--- config.mk ---
export PLATFORM = sky130hd
export DESIGN_NAME = headphone_output_power_sequencer
export DESIGN_NICKNAME = d
export VERILOG_FILES = /design/src/rtl/headphone_output_power_sequencer.v
export VERILOG_INCLUDE_DIRS = /design/src /design/src/rtl
export SDC_FILE = /design/constraint.sdc
export NUM_CORES = 1
export LEC_CHECK = 0
export ABC_AREA = 0
export BUFFER_PORTS_ARGS = -buffer_cell sky130_fd_sc_hd__buf_2
export CAP_MARGIN = 20
export CORE_MARGIN = 2
export CORE_UTILIZATION = 25
export CTS_CLUSTER_SIZE = 8
export DETAILED_ROUTE_END_ITERATION = 12
export PLACE_DENSITY_LB_ADDON = 0.05
export SETUP_SLACK_MARGIN = 0.5
export SLEW_MARGIN = 20
export SYNTH_ARGS = -nofsm -noshare
export SYNTH_HDL_FRONTEND = slang
export SYNTH_SLANG_ARGS = --single-unit
--- constraint.sdc ---
create_clock -name mclk -period 2.24 [get_ports mclk]
set_input_delay 0.112 -clock mclk [delete_from_list [all_inputs] [get_ports mclk]]
set_output_delay 0.112 -clock mclk [all_outputs]
set_load 0.01 [all_outputs]
--- src/rtl/hp_seq_map.vh ---
`ifndef HP_SEQ_MAP_VH
`define HP_SEQ_MAP_VH
// Register addresses
`define ADDR_POWER_MANAGEMENT_ONE   8'h01
`define ADDR_SEQ_LAUNCH             8'h49
`define ADDR_CHARGE_PUMP_CONTROL    8'h4C
`define ADDR_ANALOGUE_HP_CONTROL    8'h60
// Field positions
`define BIT_LEFT_INPUT_STAGE_EN     9
`define BIT_RIGHT_INPUT_STAGE_EN    8
`define BIT_LEFT_SHORT_RELEASE      7
`define BIT_LEFT_OUT_STAGE_EN       6
`define BIT_LEFT_MID_STAGE_EN       5
`define BIT_RIGHT_SHORT_RELEASE     3
`define BIT_RIGHT_OUT_STAGE_EN      2
`define BIT_RIGHT_MID_STAGE_EN      1
`define BIT_SUPPLY_PUMP_EN          15
// Register write masks and reset values
`define MASK_PM1                    16'h0300
`define MASK_CP                     16'h8000
`define MASK_HP                     16'h00EE
`define RESET_REG                   16'h0000
// Sequencer launch values
`define SEQ_STARTUP_CMD             16'h0100
`define SEQ_SHUTDOWN_CMD            16'h0110
// Timing, 100 MHz clock
// Wait counts of 20 us and 0.5 ms, sized to the wait counter
`define MID_STAGE_DELAY_CYC         20'h007D0
`define STEP_DELAY_CYC              20'h0C350
`define PUMP_DIV                    16'h0031
`define CNT_W                       20
`endif
--- src/rtl/headphone_output_power_sequencer.v ---
`timescale 1ns/1ns
`default_nettype none
`include "hp_seq_map.vh"

// Operation
// - Outputs stay grounded until short release set
// - Input-stage enables at bits 9 and 8
// - Left short, output, mid at 7,6,5
// - Right short, output, mid at 3,2,1
// - Bit 15 enables the supply pump
// - Pump mode follows headphone volume settings
// - Pump clock divided from system clock
// - Start-up enables pump, shut-down disables it
// - Writing 0100h to launch register starts start-up
module headphone_output_power_sequencer (
    input  wire        mclk,
    input  wire        nrst,
    input  wire        regWrite,
    input  wire        regRead,
    input  wire [7:0]  regAddr,
    input  wire [15:0] regWdata,
    output reg  [15:0] regRdata,
    output reg         seqBusy,
    input  wire        oscillatorEn,
    input  wire [5:0]  leftPhonesVolume,
    input  wire [5:0]  rightPhonesVolume,
    input  wire [1:0]  servoComplete,
    output reg         servoStart,
    output wire        leftInputStageEn,
    output wire        rightInputStageEn,
    output wire        leftMidStageEn,
    output wire        rightMidStageEn,
    output wire        leftOutStageEn,
    output wire        rightOutStageEn,
    output wire        leftPhonesGrounded,
    output wire        rightPhonesGrounded,
    output wire        supplyPumpEn,
    output reg         pumpClkEn,
    output reg         pumpHighRail
);

    localparam [3:0] ST_IDLE   = 4'h0;
    localparam [3:0] ST_PUMP   = 4'h1;
    localparam [3:0] ST_INPUT  = 4'h2;
    localparam [3:0] ST_MID    = 4'h3;
    localparam [3:0] ST_SERVO  = 4'h4;
    localparam [3:0] ST_OUT    = 4'h5;
    localparam [3:0] ST_SD_OUT = 4'h6;
    localparam [3:0] ST_SD_IN  = 4'h7;
    localparam [3:0] ST_SD_CP  = 4'h8;
    localparam [5:0] VOL_HIGH  = 6'h30;

    reg  [15:0]       pm1Q;
    reg  [15:0]       cpQ;
    reg  [15:0]       hpQ;
    reg  [3:0]        stateQ;
    reg  [`CNT_W-1:0] waitQ;
    reg  [15:0]       divQ;

    wire waitDone = (waitQ == {`CNT_W{1'b0}});

    function [15:0] mergeBits;
        input [15:0] oldVal;
        input [15:0] newVal;
        input [15:0] mask;
        begin
            mergeBits = (oldVal & ~mask) | (newVal & mask);
        end
    endfunction

    ////////////////////////////////////////////////////////////////////////
    // Register file and launch sequencer
    always @(posedge mclk or negedge nrst) begin
        if (!nrst) begin
            pm1Q       <= `RESET_REG;
            cpQ        <= `RESET_REG;
            hpQ        <= `RESET_REG;
            stateQ     <= ST_IDLE;
            waitQ      <= {`CNT_W{1'b0}};
            servoStart <= 1'b0;
        end else begin
            servoStart <= 1'b0;
            if (!waitDone)
                waitQ <= waitQ - 1'b1;
            if (regWrite && stateQ == ST_IDLE) begin
                case (regAddr)
                    `ADDR_POWER_MANAGEMENT_ONE: pm1Q <= mergeBits(pm1Q, regWdata, `MASK_PM1);
                    `ADDR_CHARGE_PUMP_CONTROL:  cpQ  <= mergeBits(cpQ, regWdata, `MASK_CP);
                    `ADDR_ANALOGUE_HP_CONTROL:  hpQ  <= mergeBits(hpQ, regWdata, `MASK_HP);
                    `ADDR_SEQ_LAUNCH: begin
                        if (regWdata == `SEQ_STARTUP_CMD) begin
                            stateQ <= ST_PUMP;
                        end else if (regWdata == `SEQ_SHUTDOWN_CMD) begin
                            stateQ <= ST_SD_OUT;
                        end
                    end
                    default: ;
                endcase
            end else if (waitDone) begin
                case (stateQ)
                    ST_IDLE: ;
                    ST_PUMP: begin
                        cpQ[`BIT_SUPPLY_PUMP_EN] <= 1'b1;
                        waitQ  <= `STEP_DELAY_CYC;
                        stateQ <= ST_INPUT;
                    end
                    ST_INPUT: begin
                        pm1Q[`BIT_LEFT_INPUT_STAGE_EN]  <= 1'b1;
                        pm1Q[`BIT_RIGHT_INPUT_STAGE_EN] <= 1'b1;
                        waitQ  <= `MID_STAGE_DELAY_CYC;
                        stateQ <= ST_MID;
                    end
                    ST_MID: begin
                        hpQ[`BIT_LEFT_MID_STAGE_EN]  <= 1'b1;
                        hpQ[`BIT_RIGHT_MID_STAGE_EN] <= 1'b1;
                        servoStart <= 1'b1;
                        stateQ     <= ST_SERVO;
                    end
                    ST_SERVO: begin
                        if (servoComplete == 2'h3)
                            stateQ <= ST_OUT;
                    end
                    ST_OUT: begin
                        hpQ[`BIT_LEFT_OUT_STAGE_EN]   <= 1'b1;
                        hpQ[`BIT_RIGHT_OUT_STAGE_EN]  <= 1'b1;
                        hpQ[`BIT_LEFT_SHORT_RELEASE]  <= 1'b1;
                        hpQ[`BIT_RIGHT_SHORT_RELEASE] <= 1'b1;
                        stateQ <= ST_IDLE;
                    end
                    ST_SD_OUT: begin
                        hpQ    <= `RESET_REG;
                        waitQ  <= `STEP_DELAY_CYC;
                        stateQ <= ST_SD_IN;
                    end
                    ST_SD_IN: begin
                        pm1Q[`BIT_LEFT_INPUT_STAGE_EN]  <= 1'b0;
                        pm1Q[`BIT_RIGHT_INPUT_STAGE_EN] <= 1'b0;
                        waitQ  <= `STEP_DELAY_CYC;
                        stateQ <= ST_SD_CP;
                    end
                    ST_SD_CP: begin
                        cpQ[`BIT_SUPPLY_PUMP_EN] <= 1'b0;
                        stateQ <= ST_IDLE;
                    end
                    default: stateQ <= ST_IDLE;
                endcase
            end
        end
    end

    ////////////////////////////////////////////////////////////////////////
    // Readback and status
    always @(posedge mclk or negedge nrst) begin
        if (!nrst) begin
            regRdata <= `RESET_REG;
            seqBusy  <= 1'b0;
        end else begin
            seqBusy <= (stateQ != ST_IDLE);
            if (regRead) begin
                case (regAddr)
                    `ADDR_POWER_MANAGEMENT_ONE: regRdata <= pm1Q;
                    `ADDR_CHARGE_PUMP_CONTROL:  regRdata <= cpQ;
                    `ADDR_ANALOGUE_HP_CONTROL:  regRdata <= hpQ;
                    default:                    regRdata <= `RESET_REG;
                endcase
            end
        end
    end

    ////////////////////////////////////////////////////////////////////////
    // Stage controls
    assign leftInputStageEn  = pm1Q[`BIT_LEFT_INPUT_STAGE_EN];
    assign rightInputStageEn = pm1Q[`BIT_RIGHT_INPUT_STAGE_EN];
    assign leftMidStageEn    = hpQ[`BIT_LEFT_MID_STAGE_EN];
    assign rightMidStageEn   = hpQ[`BIT_RIGHT_MID_STAGE_EN];
    assign leftOutStageEn    = hpQ[`BIT_LEFT_OUT_STAGE_EN];
    assign rightOutStageEn   = hpQ[`BIT_RIGHT_OUT_STAGE_EN];
    assign leftPhonesGrounded  = ~hpQ[`BIT_LEFT_SHORT_RELEASE];
    assign rightPhonesGrounded = ~hpQ[`BIT_RIGHT_SHORT_RELEASE];
    assign supplyPumpEn = cpQ[`BIT_SUPPLY_PUMP_EN];

    ////////////////////////////////////////////////////////////////////////
    // Pump clock divider and mode
    // Divider idles without the oscillator, so the pump gets no clock
    always @(posedge mclk or negedge nrst) begin
        if (!nrst) begin
            divQ         <= 16'h0000;
            pumpClkEn    <= 1'b0;
            pumpHighRail <= 1'b0;
        end else begin
            if (oscillatorEn && supplyPumpEn) begin
                pumpClkEn <= (divQ == `PUMP_DIV);
                divQ      <= (divQ == `PUMP_DIV) ? 16'h0000 : divQ + 16'h0001;
            end else begin
                pumpClkEn <= 1'b0;
                divQ      <= 16'h0000;
            end
            pumpHighRail <= supplyPumpEn &&
                            (leftPhonesVolume >= VOL_HIGH || rightPhonesVolume >= VOL_HIGH);
        end
    end

endmodule // headphone_output_power_sequencer
`default_nettype wire

Word level (Yosys, flattened, before mapping)

Index checks and enable logic that the tools add are counted.

Register bits: 108
Input bits: 43
Output and inout bits: 29
Logic and storage cells: 102

$add $sub $neg: 2
Order comparisons: 2
Equality and inequality tests: 23
Multiplexer cells: 33
Bitwise operators: 5
Reductions and logical operators: 22

Operators by type and width:

| cell                    | count |
|---|---|
| $mux W16                | 6 |
| $mux W20                | 3 |
| $pmux W16 S3            | 1 |
| $pmux W20 S2            | 1 |
| $eq A16 B9 Y1 const B   | 2 |
| $pmux W4 S7             | 1 |
| $eq A8 B7 Y1 const B    | 3 |
| $mux W4                 | 6 |
| $logic_not A20 Y1       | 1 |
| $sub A20 B1 Y20 const B | 1 |
| $add A16 B1 Y16 const B | 1 |
| $eq A16 B6 Y1 const B   | 1 |
| $eq A4 B3 Y1 const B    | 4 |
| $or A15 B16 Y16         | 1 |
| $or A16 B10 Y16         | 1 |
| $or A16 B8 Y16          | 1 |
| $reduce_and A3 Y1       | 5 |
| $ge A6 B6 Y1 const B    | 2 |
| $reduce_bool A3 Y1      | 4 |
| $mux W10                | 1 |
| $ne A2 B1 Y1 const B    | 5 |
| $eq A4 B2 Y1 const B    | 2 |
| $eq A8 B1 Y1 const B    | 1 |
| $mux W8                 | 1 |
| 18 further kinds        | 32 |

Longest topological paths before layout

Gate-level depths: netlist of run 1.

Depth after elaboration: 5
Gate-level depth with buffers: 8
Gate-level depth less buffers: 7

Least setup slack after synthesis of run 1

OpenSTA, ideal clock, no wires.

Kind: flip-flop to flip-flop
From: reg waitQ[2]
To: reg waitQ[8]
Library setup time: 0.069 ns
Arrival time: 2.304 ns
Data required time: 2.171 ns
Slack: -0.133 ns
Cell stages (with the launch flop): 9
Buffers on the path: 3
Period minus slack after synthesis: 2.373 ns
Cells stage by stage: dfrtp_1 -> or4_1 -> clkbuf_2 -> or2_1 -> buf_6 -> or3_1 -> buf_2 -> or3_4 -> nand3_1

Word-level cells in the longest chain between the ends: 5
Elaborated cells between the ends (all ways): 6
Those cells by class: add/sub (1); mux (4); reduce/logical (1)

Ends and longest elaborated chain:

| what                                                        | RTL line                                                                     | text |
|---|---|---|
| start: declaration                                          | headphone_output_power_sequencer.v:57                                        | `` reg [`CNT_W-1:0] waitQ; `` |
| start signal: assignment                                    | headphone_output_power_sequencer.v:79                                        | `` waitQ <= {`CNT_W{1'b0}}; `` |
| start signal: assignment                                    | headphone_output_power_sequencer.v:84                                        | `waitQ <= waitQ - 1'b1;` |
| start signal: assignment                                    | headphone_output_power_sequencer.v:104                                       | `` waitQ <= `STEP_DELAY_CYC; `` |
| $sub A20 B1 Y20 / $logic_not A20 Y1 (equally long branches) | headphone_output_power_sequencer.v:84, headphone_output_power_sequencer.v:60 |  |
| $mux W20                                                    | headphone_output_power_sequencer.v:83                                        | `if (!waitDone)` |
| $pmux W20 S2                                                | headphone_output_power_sequencer.v:100                                       | `case (stateQ)` |
| $mux W20                                                    | headphone_output_power_sequencer.v:99                                        | `end else if (waitDone) begin` |
| $mux W20 (*)                                                | headphone_output_power_sequencer.v:85                                        | `if (regWrite && stateQ == ST_IDLE) begin` |

Every way passes the cells marked *; elsewhere a longest branch is shown, timed or not.
A chain may end at the register's enable or synchronous reset.

Final worst setup path of run 1

From: reg waitQ[4]
To: reg stateQ[3]

Word-level cells in the longest chain between the ends: 3

Ends and longest elaborated chain:

| what                                | RTL line                              | text |
|---|---|---|
| $logic_not A20 Y1                   | headphone_output_power_sequencer.v:60 | `` wire waitDone = (waitQ == {`CNT_W{1'b0}}); `` |
| $reduce_bool A2 Y1 (no source line) | --                                    |  |
| $reduce_and A5 Y1 (no source line)  | --                                    |  |
| end signal: assignment              | headphone_output_power_sequencer.v:78 | `stateQ <= ST_IDLE;` |
| end signal: assignment              | headphone_output_power_sequencer.v:92 | `stateQ <= ST_PUMP;` |
| end signal: assignment              | headphone_output_power_sequencer.v:94 | `stateQ <= ST_SD_OUT;` |
| end: declaration                    | headphone_output_power_sequencer.v:56 | `reg [3:0] stateQ;` |

No other way between the ends.

==> impl_metrics.csv, run 1 <==
group,metric,value,unit
floorplanning,die_w,119,um
floorplanning,dieArea,14200,sq um
floorplanning,num_rows,42,
detailed_routing,routed_wl,9.64,mm
global_routing,grt_usage,14.5,%
global_routing,grt_pass1_vias,3057,
floorplanning,design.core.area,13100,sq um
detailed_routing,antenna_left,0,
cells_and_area,nFillCells,1393,
clocking,cts-root-buf,"clkbuf_16",
sta,min_period_over_period,95.6,%
status,status,"finished clean",
cells_and_area,nets,496,
setup_path,crit_top_cell,"buf_6",
synthesis,async_flop_share,100,%
setup_path,slowest_stage,"or4_4",
floorplanning,die_y,119,um
place,place_ws,-0.0655,ns
setup_path,worst-path-max-fanout,3,
clocking,clkTransAtPathRegs,0.06,ns
synthesis,synth.cell_area,3330,sq um
clocking,tritoncts,"yes",
pwr,powerDensity,575,nW/um^2
sta,fin_ws,0.0996,ns
synthesis,ys_seq_area_share,47.4,%
detailed_routing,wire_per_inst,15.3,um
detailed_routing,drc,0,
detailed_routing,vias,3005,
cells_and_area,register_area,1580,sq um
setup_path,start_kind,"register",
sta,fin_crit,2.14,ns
sta,slew_headroom,49.4,%
setup_path,slowest_delay,0.57,ns
cells_and_area,multi_input_area,1850,sq um
setup_path,worst-path-buf-inv,2,
synthesis,synth_seq_cells,63,
synthesis,synthDominantCellAreaShare,47.4,%
cells_and_area,area_delta_synth_final,40.1,%
setup_path,crit_chain,"or4_4, buf_6, nor3_4, buf_6, a21oi_4, a211o_1, mux2_2",
global_routing,grt_max_degree,39,
clocking,numCtsBuffers,9,
sta,rsz0062_at_grt,"yes",
synthesis,synth_warnings,0,
detailed_routing,drtIter0Drc,174,
setup_path,required,2.46,ns
floorplanning,ios,72,
sta,max_slew.worst_pin.slew,0.752,ns
synthesis,ys_types,55,
pwr,vdd_ir_drop_max,0.257,mV
global_routing,antenna_found_initial,0,
place,port_buffers,63,
detailed_routing,dr.pass1.iters,4,
synthesis,ys.flop_type,"dfrtp_1",
pwr,power,0.00268,W
place,globalplace.congestion,0.788,
synthesis,yosys-top-cells-area,"dfrtp_1 (47%), nor2_1 (5.4%), xor2_1 (4.2%)",
setup_path,cp-end-kind,"register",
synthesis,syn-mean-instance-area,9.51,sq um
clocking,clock_latency,0.34,ns
setup_path,crit_type,"register to register",
synthesis,synthCells,350,
synthesis,synth_fp_nets,397,
clocking,cts_buffer_depth,2,
place,dp_hpwl,6.85,mm
global_routing,grt_pass1_wl,16.1,mm
detailed_routing,viasPerCell,4.77,
global_routing,grt-ovfl-total,0,
sta,slew_violations,0,
cells_and_area,antennaDiodeCount,0,
synthesis,yosysTopAreaCell,"dfrtp_1",
sta,max_freq,467,MHz
clocking,h-tree-depth,3,
sta,setup_viol,0,
sta,hold_violations,0,
min_path,min_path_type,"input pin to register",
pwr,p_leak,2.05,nW
synthesis,synth-edff-count,0,
cells_and_area,layout-drive-gt1-share,37.7,%
setup_path,cpLargestDelayFamily,"simple AND/OR/NAND/NOR gates",
floorplanning,start_util,25.3,%
clocking,clock-sinks,63,
sta,finalSetupTns,0,ns
sta,skew,0.00423,ns
job,maxCapViolCount,0,
setup_path,cp.arrival,2.36,ns
[metrics by stage]
step           hold WS, ns  cells  util, %  instance area (sq um)
2_1_floorplan       -0.184    350        -                   3340
3_3_place_gp         0.165    603     30.6                   4020
3_5_place_dp         0.170    603     30.6                   4020
4_1_cts           0.000621    626     34.5                   4530
5_1_grt             0.0203    630     35.5                   4660
6_report           0.00819    630     35.5                   4660
[kinds of logic (layout without fill, tap and decap cells)]
group | after synthesis | after routing | synth area share, %
XOR/XNOR | 28 | 28 | 7.37
adder cells (fa/ha/maj) | 4 | 4 | 1.50
multiplexers | 8 | 8 | 2.63
AND/OR/NAND/NOR | 164 | 164 | 26.0
flip-flops | 63 | 63 | 47.4
buffers and inverters | 28 | 132 | 4.14
AO/OA/AOI/OAI | 55 | 55 | 11.0
[synth_stat cells (all sizes together), types with 2 or more instances]
cell type	n
dfrtp	63
nor2	49
nand2	21
nor3	18
a21oi	16
xor2	16
nand3	14
xnor2	12
nand4	11
buf	10
inv	10
nor4	10
o21ai	10
nor2b	9
or3	9
clkbuf	7
a22o	6
mux2	6
or2	5
ha	4
nand4b	4
nand3b	3
o211ai	3
o2bb2ai	3
or4	3
a211oi	2
a31oi	2
mux2i	2
o22ai	2
o32ai	2
or4b	2
[layout by cell type (no fill, tap or decap), types with 8 or more instances in the layout]
master and n:
dfrtp_1 63, buf_2 63, nor2_1 46, buf_4 31, nand2_1 20, xor2_1 16
xnor2_1 12, a21oi_1 12, nor3_1 11, nand4_1 11, inv_1 9, clkbuf_16 9
nand3_1 8
[state kept, by name, indices dropped and copies added, names as in the netlist]
| signal | cells |
|---|---|
| divQ | 16 |
| cpQ | 1 |
| pumpClkEn | 1 |
| seqBusy | 1 |
| regRdata | 10 |
| stateQ | 4 |
| waitQ | 20 |
| pm1Q | 2 |
| servoStart | 1 |
| pumpHighRail | 1 |
| hpQ | 6 |
[metal layers]
| layer | global-route usage (%) | up-vias | share of wire, % |
|---|---|---|---|
| met5 | 0 | - | 0 |
| met4 | 5.44 | 0 | 1.7 |
| met3 | 3.74 | 12 | 4.4 |
| met2 | 22.8 | 56 | 47 |
| met1 | 19.2 | 1486 | 47 |
| li1 | - | 1451 | - |
[worst paths after layout]
path	start	cells past startpoint	slack (ns)	to
max in group asynchronous	nrst	3	1.28	waitQ[19]
setup / recovery	waitQ[4]	7	0.1	stateQ[3]
min in group asynchronous	nrst	2	0.32	regRdata[7]
setup reg to reg	waitQ[4]	7	0.1	stateQ[3]
hold / removal	regRead	2	0.008	regRdata[14]
hold reg to reg	regRdata[15]	1	0.49	regRdata[15]
[where the power goes]
part	leakage, nW	switching (W)	internal [W]
Clock	0.142	0.000545	0.000857
Sequential	0.836	0.00000993	0.00115
Combinational	1.07	0.0000696	0.0000506
[final cells by class]
class                      count  share of cell area (%)
sequential                    63                    33.8
inverter                      11                   0.886
timing repair buffer         105                    14.6
clock inverter                 6                    1.32
multi-input combinational    259                    39.7
clock buffer                  10                    4.91
tap                          176                    4.72
[timing repair]
item / 4_1_cts / 5_1_grt
buffers inserted: 5 / 4
pin swaps: 20 / 13
hold buffers: 2 / 0
resized for setup: 38 / 24
setup endpoints to repair: 50 / 38
hold endpoints to repair: 26 / 0
Note: power is estimated with default switching activity, not from simulation.
==> run 2: changes to the inputs <==
CELL_PAD_IN_SITES_DETAIL_PLACEMENT = 0   (was unset)
CELL_PAD_IN_SITES_GLOBAL_PLACEMENT = 1   (was unset)
==> impl_metrics.csv, run 2 (synthesized netlist as in run 1, its figures left out) <==
group,metric,value,unit
status,status,"finished clean",
clocking,numCtsBuffers,9,
sta,slew_violations,0,
setup_path,cp-end-kind,"register",
global_routing,antenna_found_initial,0,
cells_and_area,largest_reg_flops,20,
detailed_routing,top_layer,"met4",
clocking,cts_buffer_depth,2,
detailed_routing,drc,0,
clocking,clkTransAtPathRegs,0.05,ns
sta,max_slew.worst_pin.slew,0.600,ns
place,dp_hpwl,6.86,mm
floorplanning,die_w,119,um
detailed_routing,drtIter0Drc,145,
cells_and_area,layout-drive-gt1-share,39.6,%
setup_path,slowest_stage,"or4_4",
setup_path,worst-path-max-fanout,6,
sta,rsz0062_at_grt,"yes",
floorplanning,die_y,119,um
pwr,p_leak,2.13,nW
sta,hold_ws,0.0539,ns
cells_and_area,reg_top3,"waitQ (20), divQ (16), regRdata (10)",
clocking,clock_latency,0.33,ns
min_path,min_path_type,"input pin to register",
global_routing,grt_pass1_vias,2969,
setup_path,cp.arrival,2.34,ns
detailed_routing,dr_wl_met2,4.49,mm
detailed_routing,vias,3001,
setup_path,crit_chain,"or4_4, or2_4, or3_4, buf_4, o21ai_2, a211oi_2",
detailed_routing,wire_per_inst,15.0,um
place,port_buffers,63,
cells_and_area,top_register,"waitQ",
floorplanning,start_util,25.3,%
setup_path,required,2.44,ns
global_routing,grt_max_degree,42,
sta,fin_crit,2.14,ns
cells_and_area,area_delta_synth_final,44.3,%
setup_path,worst-r2r-setup-slack,0.10,ns
pwr,powerDensity,577,nW/um^2
place,globalplace.congestion,0.714,
floorplanning,dieArea,14200,sq um
clocking,cts-root-buf,"clkbuf_16",
detailed_routing,routed_wl,9.59,mm
sta,setup_viol,0,
place,placed_area,4030,sq um
floorplanning,design.core.area,13100,sq um
sta,max_freq,468,MHz
setup_path,start_kind,"register",
cells_and_area,final_cell_mix,"dfrtp_1 (63), buf_2 (63), nor2_1 (45)",
cells_and_area,nFillCells,1385,
sta,hold_violations,0,
setup_path,slowest_delay,0.57,ns
pwr,vdd_ir_drop_max,0.304,mV
global_routing,grt_pass1_wl,15.5,mm
setup_path,crit_type,"register to register",
detailed_routing,dr_wl_met3,310,um
cells_and_area,fin_area,4800,sq um
cells_and_area,antennaDiodeCount,0,
detailed_routing,dr.pass1.iters,4,
floorplanning,ios,72,
floorplanning,num_rows,42,
cells_and_area,register_area,1580,sq um
cells_and_area,nets,505,
detailed_routing,antenna_left,0,
sta,skew,0.00383,ns
pwr,power,0.00277,W
detailed_routing,viasPerCell,4.70,
clocking,tritoncts,"yes",
global_routing,grt-ovfl-total,0,
detailed_routing,met1_length,4.60,mm
global_routing,grt_usage,14.0,%
clocking,clock-sinks,63,
sta,slew_headroom,60.0,%
clocking,h-tree-depth,3,
sta,min_period_over_period,95.4,%
cells_and_area,multi_input_area,1880,sq um
job,maxCapViolCount,0,
==> run 2: changes by cell type in the layout (fill, tap and decap cells not counted), sizes merged <==
cell	change
clkbuf	+1
dlygate4sd3	+1
buf	+8
clkinvlp	-1
bufinv	+1
clkinv	-2
==> run 2: what timing repair did <==
item	CTS	global route
hold endpoints to repair	24	0
hold buffers	3	0
setup buffers	5	11
pin swaps	25	17
gates resized for setup	46	25
endpoints found under the setup margin	34	34
==> run 2: per-layer routing <==
layer  vias to the layer above  global-route usage (%)
met2                        47                    22.0
met5                         -                       0
met1                      1470                    18.6
li1                       1473                       -
met4                         0                    6.40
met3                        11                    2.63
==> run 2: path summary, 6_finish.rpt <==
kind / from / to / depth (start not counted)
max reg2reg: waitQ[4] / cpQ[15] / 6
min: rightPhonesVolume[5] / pumpHighRail / 3
min in group asynchronous: nrst / regRdata[14] / 2
max in group asynchronous: nrst / divQ[8] / 3
max: waitQ[4] / cpQ[15] / 6
min reg2reg: regRdata[8] / regRdata[8] / 1
==> run 2: critical path: cells and delay by family, from the launching register on <==
kind,cells,cell delay [ns]
buf+inv,1,0.17
flops,1,0.37
compound gates,2,0.21
simple gates,3,1.25
==> run 2: final cells by class <==
cell class	count	area share, %
multi-input cells	259	39.1
flip-flops and latches	63	32.8
repair buffers	114	16.1
clock buffers	11	5.06
well taps	176	4.59
clock inverters	4	1.46
inverters	11	0.860
==> run 2: metrics by stage <==
step	util (%)	setup WS, ns	TNS [ns]	instances
final	36.5	0.102	0	638
after global routing	36.5	0.0321	0	638
after CTS	35.2	0.0648	0	627
after detailed placement	30.7	-0.115	-0.558	604
after global placement	30.7	-0.109	-0.347	604
after floorplan	-	-0.0796	-0.653	350
==> run 2: power breakdown <==
part | switching (W) | internal [W] | leakage, nW
Sequential | 0.00000957 | 0.00115 | 0.836
Clock | 0.000498 | 0.000994 | 0.155
Combinational | 0.0000689 | 0.0000520 | 1.14
Total | 0.000576 | 0.00219 | 2.13
